$ cat config.mk
export PLATFORM = sky130hd
export DESIGN_NAME = acbd_amp_control
export DESIGN_NICKNAME = d
export VERILOG_FILES = /design/src/hw/acbd_pkg.sv /design/src/hw/acbd_amp_control.sv /design/src/hw/acbd_axil_slave.sv
export VERILOG_INCLUDE_DIRS = /design/src /design/src/hw
export SDC_FILE = /design/constraint.sdc
export NUM_CORES = 1
export LEC_CHECK = 0
export ABC_AREA = 0
export BUFFER_PORTS_ARGS = -buffer_cell sky130_fd_sc_hd__buf_4
export CORE_AREA = 2 2 83 85
export CTS_CLUSTER_SIZE = 25
export DETAILED_ROUTE_END_ITERATION = 8
export DIE_AREA = 0 0 85 87
export PLACE_DENSITY = 0.87
export SLEW_MARGIN = 20
export SYNTH_ARGS = -nofsm -noshare
export SYNTH_HDL_FRONTEND = slang
export SYNTH_SLANG_ARGS = --single-unit
export TNS_END_PERCENT = 30
$ cat constraint.sdc
create_clock -name clk_sys -period 1.95 [get_ports clk_sys]
set_clock_uncertainty 0.15 [all_clocks]
set_input_delay 0.0975 -clock clk_sys [delete_from_list [all_inputs] [get_ports clk_sys]]
set_output_delay 0.0975 -clock clk_sys [all_outputs]
set_load 0.02 [all_outputs]
$ cat src/hw/acbd_params.svh
// Purpose: Constants for the amplifier control bit decoder
// Assumes: 32-bit AXI4-Lite register bus, byte addresses
// Notes: Offsets are byte addresses of aligned words
`ifndef ACBD_PARAMS_SVH
`define ACBD_PARAMS_SVH
// Register offsets
`define ACBD_CTRL_OFS 12'h000
`define ACBD_VOL_OFS 12'h004
`define ACBD_STAT_OFS 12'h008
// Control field positions
`define ACBD_POWER_DOWN_BIT 0
`define ACBD_SILENCE_BIT 1
`define ACBD_OPERATING_MODE_BIT 2
`define ACBD_GAIN_SOURCE_BIT 3
// Volume field
`define ACBD_VOLUME_FIELD_LSB 0
`define ACBD_VOLUME_FIELD_MSB 4
// Reset values
`define ACBD_CTRL_RST 4'h0
`define ACBD_VOL_RST 5'h00
`define ACBD_VOL_FULL 5'h1f
// Bus responses
`define ACBD_RESP_OKAY 2'h0
`define ACBD_RESP_SLVERR 2'h2
`endif

$ cat src/hw/acbd_pkg.sv
// Purpose: Types for the amplifier control bit decoder
// Assumes: Nothing beyond the params header
// Notes: Gain source encoding used by the decode output
package acbd_pkg;
  // Fixed-gain source in effect
  typedef enum logic [1:0] {
    GAIN_INTERNAL = 2'b01,
    GAIN_EXTERNAL = 2'b10
  } acbd_gain_e;
endpackage : acbd_pkg

$ cat src/hw/acbd_amp_control.sv
// Purpose: Control bit register and decode for a stereo amplifier
// Assumes: AXI4-Lite master; beep detector level is asynchronous
// Notes: All enables are registered; bits change only on committed writes that strobe byte 0, bridge also follows beep
// Function
// - Power-down bit 0 cuts amplifier bias
// - Power-down bit 1 leaves low power
// - All control bits reset to zero
// - Mode 0 bypasses volume, fixed gain
// - Fixed gain picked by gain source
// - Mode 1 follows five-bit volume field
// - Silence bit mutes bridge and dock
// - Silence bit 0 restores outputs
// - Beep above half supply enables bridge unless in low power
// - Beep overrides silence on bridge outputs
// - Volume all-ones is 0 dB
// - Gain source: internal or external feedback
`timescale 1ns/1ps
`include "acbd_params.svh"
`default_nettype none
module acbd_amp_control (
  // Clock and reset
  input wire logic clk_sys,
  input wire logic rstn,
  // AXI4-Lite write address and data
  input wire logic [11:0] s_axi_awaddr,
  input wire logic s_axi_awvalid,
  output logic s_axi_awready,
  input wire logic [31:0] s_axi_wdata,
  input wire logic [3:0] s_axi_wstrb,
  input wire logic s_axi_wvalid,
  output logic s_axi_wready,
  // AXI4-Lite write response
  output logic [1:0] s_axi_bresp,
  output logic s_axi_bvalid,
  input wire logic s_axi_bready,
  // AXI4-Lite read
  input wire logic [11:0] s_axi_araddr,
  input wire logic s_axi_arvalid,
  output logic s_axi_arready,
  output logic [31:0] s_axi_rdata,
  output logic [1:0] s_axi_rresp,
  output logic s_axi_rvalid,
  input wire logic s_axi_rready,
  // Beep level detector, asynchronous
  input wire logic beepAboveHalf,
  // Amplifier enables
  output logic biasEn,
  output logic bridgeEn,
  output logic dockEn,
  output logic volumeEn,
  output logic [4:0] volumeCode,
  output logic gainExternal
);
  logic wrStb;
  logic [11:0] wrAddr;
  logic [31:0] wrData;
  logic [3:0] wrStrb;
  logic wrErr;
  logic [11:0] rdAddr;
  logic [31:0] rdData;
  logic rdErr;
  logic [3:0] ctrl_q;
  logic [4:0] vol_q;
  logic beepMeta_q;
  logic beepSync_q;
  logic powerDown;
  logic silence;
  logic opMode;
  logic gainSrc;
  acbd_pkg::acbd_gain_e gainSel;

  // Bus front end
  acbd_axil_slave u_bus (
    .clk_sys(clk_sys),
    .rstn(rstn),
    .s_axi_awaddr(s_axi_awaddr),
    .s_axi_awvalid(s_axi_awvalid),
    .s_axi_awready(s_axi_awready),
    .s_axi_wdata(s_axi_wdata),
    .s_axi_wstrb(s_axi_wstrb),
    .s_axi_wvalid(s_axi_wvalid),
    .s_axi_wready(s_axi_wready),
    .s_axi_bresp(s_axi_bresp),
    .s_axi_bvalid(s_axi_bvalid),
    .s_axi_bready(s_axi_bready),
    .s_axi_araddr(s_axi_araddr),
    .s_axi_arvalid(s_axi_arvalid),
    .s_axi_arready(s_axi_arready),
    .s_axi_rdata(s_axi_rdata),
    .s_axi_rresp(s_axi_rresp),
    .s_axi_rvalid(s_axi_rvalid),
    .s_axi_rready(s_axi_rready),
    .wrStb(wrStb),
    .wrAddr(wrAddr),
    .wrData(wrData),
    .wrStrb(wrStrb),
    .wrErr(wrErr),
    .rdAddr(rdAddr),
    .rdData(rdData),
    .rdErr(rdErr)
  );

  // Unmapped write addresses answer with an error
  assign wrErr = (wrAddr != `ACBD_CTRL_OFS) && (wrAddr != `ACBD_VOL_OFS);

  // commit on write
  // Only a complete AW+W pair touches the bits, so no mid-transfer glitch
  always_ff @(posedge clk_sys or negedge rstn) begin
    if (!rstn) begin
      ctrl_q <= `ACBD_CTRL_RST;
      vol_q <= `ACBD_VOL_RST;
    end else if (wrStb && wrStrb[0]) begin
      if (wrAddr == `ACBD_CTRL_OFS) begin
        ctrl_q <= wrData[3:0];
      end
      if (wrAddr == `ACBD_VOL_OFS) begin
        vol_q <= wrData[`ACBD_VOLUME_FIELD_MSB:`ACBD_VOLUME_FIELD_LSB];
      end
    end
  end

  // Beep level comes from analog; two flops before use
  always_ff @(posedge clk_sys or negedge rstn) begin
    if (!rstn) begin
      beepMeta_q <= 1'b0;
      beepSync_q <= 1'b0;
    end else begin
      beepMeta_q <= beepAboveHalf;
      beepSync_q <= beepMeta_q;
    end
  end

  // Field picks
  assign powerDown = ctrl_q[`ACBD_POWER_DOWN_BIT];
  assign silence = ctrl_q[`ACBD_SILENCE_BIT];
  assign opMode = ctrl_q[`ACBD_OPERATING_MODE_BIT];
  assign gainSrc = ctrl_q[`ACBD_GAIN_SOURCE_BIT];
  assign gainSel = gainSrc ? acbd_pkg::GAIN_EXTERNAL : acbd_pkg::GAIN_INTERNAL;

  // Registered decode of enables
  always_ff @(posedge clk_sys or negedge rstn) begin
    if (!rstn) begin
      biasEn <= 1'b0;
      bridgeEn <= 1'b0;
      dockEn <= 1'b0;
      volumeEn <= 1'b0;
      volumeCode <= `ACBD_VOL_FULL;
      gainExternal <= 1'b0;
    end else begin
      biasEn <= powerDown;
      // bridge mute, beep override
      // Bias off means nothing drives; the beep cannot wake the part
      bridgeEn <= powerDown && (!silence || beepSync_q);
      dockEn <= powerDown && !silence;
      volumeEn <= opMode;
      // fixed gain forces 0 dB code
      volumeCode <= opMode ? vol_q : `ACBD_VOL_FULL;
      gainExternal <= (gainSel == acbd_pkg::GAIN_EXTERNAL);
    end
  end

  // Read mux; status shows decoded outputs and beep
  always_comb begin
    rdData = 32'h0000_0000;
    rdErr = 1'b0;
    unique case (rdAddr)
      `ACBD_CTRL_OFS: rdData[3:0] = ctrl_q;
      `ACBD_VOL_OFS: rdData[4:0] = vol_q;
      `ACBD_STAT_OFS: rdData[5:0] = {beepSync_q, gainExternal, volumeEn,
                                     dockEn, bridgeEn, biasEn};
      default: rdErr = 1'b1;
    endcase
  end
endmodule : acbd_amp_control
`default_nettype wire

$ cat src/hw/acbd_axil_slave.sv
// Purpose: AXI4-Lite slave front end, one write and one read at a time
// Assumes: Master keeps AXI valid/payload stable until taken
// Notes: Emits a one-cycle write strobe once both AW and W are held
`timescale 1ns/1ps
`default_nettype none
`include "acbd_params.svh"
module acbd_axil_slave (
  // Clock and reset
  input wire logic clk_sys,
  input wire logic rstn,
  // Write address and data
  input wire logic [11:0] s_axi_awaddr,
  input wire logic s_axi_awvalid,
  output logic s_axi_awready,
  input wire logic [31:0] s_axi_wdata,
  input wire logic [3:0] s_axi_wstrb,
  input wire logic s_axi_wvalid,
  output logic s_axi_wready,
  // Write response
  output logic [1:0] s_axi_bresp,
  output logic s_axi_bvalid,
  input wire logic s_axi_bready,
  // Read address and data
  input wire logic [11:0] s_axi_araddr,
  input wire logic s_axi_arvalid,
  output logic s_axi_arready,
  output logic [31:0] s_axi_rdata,
  output logic [1:0] s_axi_rresp,
  output logic s_axi_rvalid,
  input wire logic s_axi_rready,
  // Register side
  output logic wrStb,
  output logic [11:0] wrAddr,
  output logic [31:0] wrData,
  output logic [3:0] wrStrb,
  input wire logic wrErr,
  output logic [11:0] rdAddr,
  input wire logic [31:0] rdData,
  input wire logic rdErr
);
  logic awHeld_q;
  logic wHeld_q;

  // Accept address and data in either order, hold each until paired
  always_ff @(posedge clk_sys or negedge rstn) begin
    if (!rstn) begin
      awHeld_q <= 1'b0;
      wHeld_q <= 1'b0;
      s_axi_awready <= 1'b0;
      s_axi_wready <= 1'b0;
      wrAddr <= 12'h000;
      wrData <= 32'h0000_0000;
      wrStrb <= 4'h0;
      wrStb <= 1'b0;
    end else begin
      wrStb <= 1'b0;
      s_axi_awready <= 1'b0;
      s_axi_wready <= 1'b0;
      if (s_axi_awvalid && !awHeld_q && !s_axi_awready && !s_axi_bvalid) begin
        s_axi_awready <= 1'b1;
        awHeld_q <= 1'b1;
        wrAddr <= s_axi_awaddr;
      end
      if (s_axi_wvalid && !wHeld_q && !s_axi_wready && !s_axi_bvalid) begin
        s_axi_wready <= 1'b1;
        wHeld_q <= 1'b1;
        wrData <= s_axi_wdata;
        wrStrb <= s_axi_wstrb;
      end
      // Both halves held: commit once
      if (awHeld_q && wHeld_q && !wrStb && !s_axi_bvalid) begin
        wrStb <= 1'b1;
      end
      if (wrStb) begin
        awHeld_q <= 1'b0;
        wHeld_q <= 1'b0;
      end
    end
  end

  // Write response follows the commit strobe
  always_ff @(posedge clk_sys or negedge rstn) begin
    if (!rstn) begin
      s_axi_bvalid <= 1'b0;
      s_axi_bresp <= `ACBD_RESP_OKAY;
    end else if (wrStb) begin
      s_axi_bvalid <= 1'b1;
      s_axi_bresp <= wrErr ? `ACBD_RESP_SLVERR : `ACBD_RESP_OKAY;
    end else if (s_axi_bvalid && s_axi_bready) begin
      s_axi_bvalid <= 1'b0;
    end
  end

  // Read: take address, answer the cycle after
  always_ff @(posedge clk_sys or negedge rstn) begin
    if (!rstn) begin
      s_axi_arready <= 1'b0;
      s_axi_rvalid <= 1'b0;
      s_axi_rdata <= 32'h0000_0000;
      s_axi_rresp <= `ACBD_RESP_OKAY;
      rdAddr <= 12'h000;
    end else begin
      s_axi_arready <= 1'b0;
      if (s_axi_arvalid && !s_axi_arready && !s_axi_rvalid) begin
        s_axi_arready <= 1'b1;
        rdAddr <= s_axi_araddr;
      end
      if (s_axi_arready) begin
        s_axi_rvalid <= 1'b1;
        s_axi_rdata <= rdData;
        s_axi_rresp <= rdErr ? `ACBD_RESP_SLVERR : `ACBD_RESP_OKAY;
      end else if (s_axi_rvalid && s_axi_rready) begin
        s_axi_rvalid <= 1'b0;
      end
    end
  end
endmodule : acbd_axil_slave
`default_nettype wire

# Word level (Yosys, flattened, before mapping)

Cells that the tools add are included.

Logic and storage cells: 86
Flip-flop bits (word level): 69

Mux-type cells: 19
Reduce and logical (&&, ||, !) cells: 37
Equality and inequality tests: 5

Operators with widths:

| cell                                            | number |
|---|---|
| == test 12 x 3 -> 1 bit (second input constant) | 2 |
| logical NOT 12 bit                              | 2 |
| logical AND 1 bit                               | 17 |
| two-way mux 1 bit                               | 13 |
| == test 12 x 4 -> 1 bit (second input constant) | 1 |
| != test 12 x 3 -> 1 bit (second input constant) | 1 |
| case mux 4 bit (3 select lines)                 | 1 |
| nonzero test 12 bit                             | 1 |
| logical NOT 1 bit                               | 9 |
| nonzero test 2 bit                              | 4 |
| two-way mux 2 bit                               | 3 |
| two-way mux 5 bit                               | 1 |
| AND reduction 2 bit                             | 2 |
| OR reduction 3 bit                              | 1 |
| == test 2 bit (second input constant)           | 1 |
| case mux 1 bit (2 select lines)                 | 1 |
| logical OR 1 bit                                | 1 |

# Logic depth before layout (Yosys ltp)

Word-level depth: 6
Mapped depth: 5
Gate-level depth less buffers: 3

# By module

Synthesis repeated with hierarchy kept, for this count alone.

Cells, all modules: 296
Area, all modules: 4,908.5 µm²

By module, submodules not included:

| module           | area each (µm²) | instances | cells an instance |
|---|---|---|---|
| acbd_axil_slave  | 3,965.1         | 1         | 223 |
| acbd_amp_control | 943.4           | 1         | 73 |

# Worst setup path after synthesis

No wires, ideal clock.

Path kind: register to register
From: register u_bus.s_axi_bvalid
To: register u_bus.wrAddr[10]
Cell stages (with the launch flop): 4
Required time: 1.675 ns
Slack: 0.226 ns
Period minus slack after synthesis: 1.724 ns
Arrival time: 1.449 ns
Path through: dfrtp_1 -> nor4b_4 -> buf_6 -> mux2_2

Cells in the longest elaborated chain, start to end: 2

Ends and longest elaborated chain:

| what                   | RTL line              | RTL |
|---|---|---|
| from (decl)            | acbd_axil_slave.sv:21 | `output logic s_axi_bvalid,` |
| from (signal assigned) | acbd_axil_slave.sv:84 | `s_axi_bvalid <= 1'b0;` |
| from (signal assigned) | acbd_axil_slave.sv:87 | `s_axi_bvalid <= 1'b1;` |
| from (signal assigned) | acbd_axil_slave.sv:90 | `s_axi_bvalid <= 1'b0;` |
| logical NOT 1 bit      | acbd_axil_slave.sv:59 | `if (s_axi_awvalid && !awHeld_q && !s_axi_awready && !s_axi_bvalid) begin` |
| logical AND 1 bit      | acbd_axil_slave.sv:59 |  |
| to (signal assigned)   | acbd_axil_slave.sv:62 | `wrAddr <= s_axi_awaddr;` |
| to (decl)              | acbd_axil_slave.sv:33 | `output logic [11:0] wrAddr,` |

Every way passes these cells.
A chain may end at the register's enable or synchronous reset.

# Final worst setup path

From: register u_bus.wrAddr[6]
To: register vol_q[2]

Cells in the longest elaborated chain, start to end: 2

Ends and longest elaborated chain:

| what                                     | RTL line                | RTL |
|---|---|---|
| == test 12 x 3 -> 1 bit (no source line) | n/a                     |  |
| AND reduction 2 bit (no source line)     | n/a                     |  |
| to (signal assigned)                     | acbd_amp_control.sv:111 | `` vol_q <= `ACBD_VOL_RST; `` |
| to (signal assigned)                     | acbd_amp_control.sv:117 | `` vol_q <= wrData[`ACBD_VOLUME_FIELD_MSB:`ACBD_VOLUME_FIELD_LSB]; `` |
| to (decl)                                | acbd_amp_control.sv:63  | `logic [4:0] vol_q;` |

Every way passes these cells.

==> impl_results.md <==
* Most used DFF post-synth: dfrtp_1
* R2r startpoint: u_bus.wrAddr[6]
* I/O pin count at 119
* Pint at 2930 µW
* Fillers at 523
* Die width at 85 µm
* CTS max path bufs at 2
* Clock slew seen by the registers of the worst setup and hold paths at 60 ps
* Cts repair resizes at 0
* Area growth, synth to finish at 33.3%
* Required @ worst endpoint at 2010 ps
* Worst hold path class: input port to register
* Yosys top cell by area: dfrtp_1
* DPL Wire Length at 3720 µm
* Period utilisation layout at 92.1%
* Placed inst area at 3310 µm²
* Final Non-Filler Cells at 397
* Hold Startpoint: s_axi_wvalid
* Fraction of layout instances using a drive strength above 1 at 38.5%
* DR vias/cell at 4.78
* Yosys top cell area share at 53.8%
* Routed Antenna Nets at 0
* TritonCTS clock tree: built
* Leakage Power at 0.00178 µW
* Avg Inst Size Synth at 13.7 µm²
* Core footprint at 6570 µm²
* Status: finished, final reports clean
* Comb power frac at 22.6%
* Largest net degree at the start of global routing at 68
* Setup bufs post-CTS at 0
* Slew Limit Fails at 0
* Most frequent cell after synthesis: dfrtp_1
* Clock Power Share at 26.3%
* Mux share of post-synthesis cell area at 15.6%
* Max IR drop VDD at 832 µV
* Largest family of logic cells by synthesized area: multiplexers
* Sw Share at 29.1%
* Yosys warns at 0
* Cell variety after synth at 37
* CP Class: register to register
* Max-cap viol count at 0
* CP Launch Type: register
* Row count at 30
* ANT cells at 0
* Beginning of the critical path: u_bus.wrAddr[6]
* Async set-reset flop share out of synthesis at 100%
* WL final at 5480 µm
* Setup Viol. Count Final at 0
* Initial antenna violation count at 0
* Post-synthesis simple-gate area fraction at 11.0%
* RSZ-0062 raised after global routing: no
* DRT iter0 DRCs at 95
* Port-buffer cells at 60
* Detailed Routing Iterations Pass 1 at 4
* Die height at 87 µm
* Critical-path maximum fanout at 5
* Footprint of the multi-input gates at 1030 µm²
* Synth Area in Adders at 0%
* Post-Syn Area at 2890 µm²
* Crit end category: register
* Clk sinks at 67
* F_max at 0.557 GHz
* FF+latch area at 1680 µm²
* Final Hold Viols at 0
* P per Cell Area at 1080 nW/µm²
* Synth area leaders: dfrtp_1, mux2_2, buf_4, dfstp_2, nor4b_4
* Number of remaining DRC errors at 0
* Max incr delay on CP at 400 ps
* Critical-path top delay cell: and4_1
* Mapped Cells at 210
* Vias in the first global route at 1913
* Worst-path cell chain: nor4_2, and4_1, mux2_1
* Reg power frac at 51.1%
* Worst slack, placed at 163 ps
* Starting Density at 43.9%
* Register bit count reported by yosys at 67
* Seq/Total Area, Yosys at 58.3%
* P_sw at 1210 µW
* Global-route wire length before repair at 9010 µm
* Post-synth EDFFs at 0
* DIE AREA at 7400 µm²
* Num CTS Buffers at 9
* GRT overflow at 0
* Compound-Gate Fraction of Synth Area at 5.46%
* Worst Setup Slack, final at 154 ps
* Setup TNS at 0 ps
* Worst slew margin at 46.1%
* Routability congestion estimate from global placement at 0.771
* Actual slew at the worst max-slew pin at 808 ps
* Placed Instances at 346
* Post-synthesis xor/xnor area fraction at 0%
* Routed wire per std cell at 13.8 µm
* Worst-skew pair later-pin latency at 330 ps
* Post-layout net count at 380
* Top cells by count, synth: dfrtp_1, mux2_2, buf_4, nor2b_1
* CTS Root Cell: clkbuf_8
* Final min period at 1800 ps
* Crit path DAT at 1850 ps
* # hold bufs at CTS at 35
* DR vias at 1897
* Overall routing resource usage at 15.8%
* Final instance area at 3840 µm²
* H-tree Lvls at 3
==> final cells by class <==
cell class / instances / share of cell area, %
Inverter: 5 / 0.488
Clock buffer: 13 / 3.87
Multi-Input combinational cell: 131 / 26.8
Timing Repair Buffer: 98 / 21.4
Sequential cell: 67 / 43.8
Clock inverter: 3 / 1.04
Tap cell: 80 / 2.60
==> through the flow <==
step                      total power (µW)  utilization [%]  hold slack (ps)
after floorplan                       2750                -             -348
after global placement                2940             50.3             58.0
after detailed placement              3010             50.3             65.3
after CTS                             4170             58.5             39.3
after global routing                  4370             58.5             39.2
final                                 4140             58.5             54.6
==> power groups by stage <==
stage / clock, µW / combinational (µW) / sequential, µW
after floorplan: 0 / 704 / 2050
after global placement: 0 / 842 / 2100
after detailed placement: 0 / 881 / 2130
after CTS: 1120 / 939 / 2110
after global routing: 1180 / 1030 / 2160
final: 1090 / 936 / 2110
==> worst max-delay path: cells and delay by family (launching register included) <==
family | cells | cell delay, ps
DFF | 1 | 390
and+or+nand+nor | 2 | 790
muxes | 1 | 350
==> flip-flops by register name (all words and copies together) (netlist names), 4 cells and up <==
name,cells
ctrl_q,4
u_bus.rdAddr,12
u_bus.s_axi_rdata,6
u_bus.wrAddr,12
u_bus.wrData,5
vol_q,5
volumeCode,5
==> routing by layer <==
metal / vias to the layer above / share of wire [%] / routed length [µm] / track usage, %
met2: 83 / 52 / 2830 / 27.6
met3: 9 / 7.0 / 386 / 6.54
li1: 886 / - / - / -
met4: 0 / 1.2 / 65 / 3.90
met5: - / 0 / 0 / 0
met1: 919 / 40 / 2200 / 18.0
==> logic make-up after synthesis <==
family | after synthesis
flip-flops | 67
AND/OR/NAND/NOR | 43
multiplexers | 40
buffers and inverters | 39
AO/OA/AOI/OAI | 20
other | 1
==> placed cells by master, fill, tap and decap left out, types with 5 or more instances in the layout <==
cell type      count
nor2_1             5
conb_1            28
dfrtp_1           62
clkbuf_8          10
dfstp_2            5
buf_4             63
nor2b_1            7
mux2_1             6
dlygate4sd3_1     35
nand2_1            6
nand2b_1           5
mux2_2            34
==> worst paths after layout <==
kind,cells after the start,slack [ps],to
max in group asynchronous,2,860,vol_q[4]
worst min-delay path,3,50,u_bus.s_axi_wready
worst min register to register,0,200,beepSync_q
min in group asynchronous,2,240,u_bus.s_axi_bvalid
worst max-delay path,3,150,vol_q[2]
worst max register to register,3,150,vol_q[2]
Note: power is estimated with default switching activity, not from simulation.
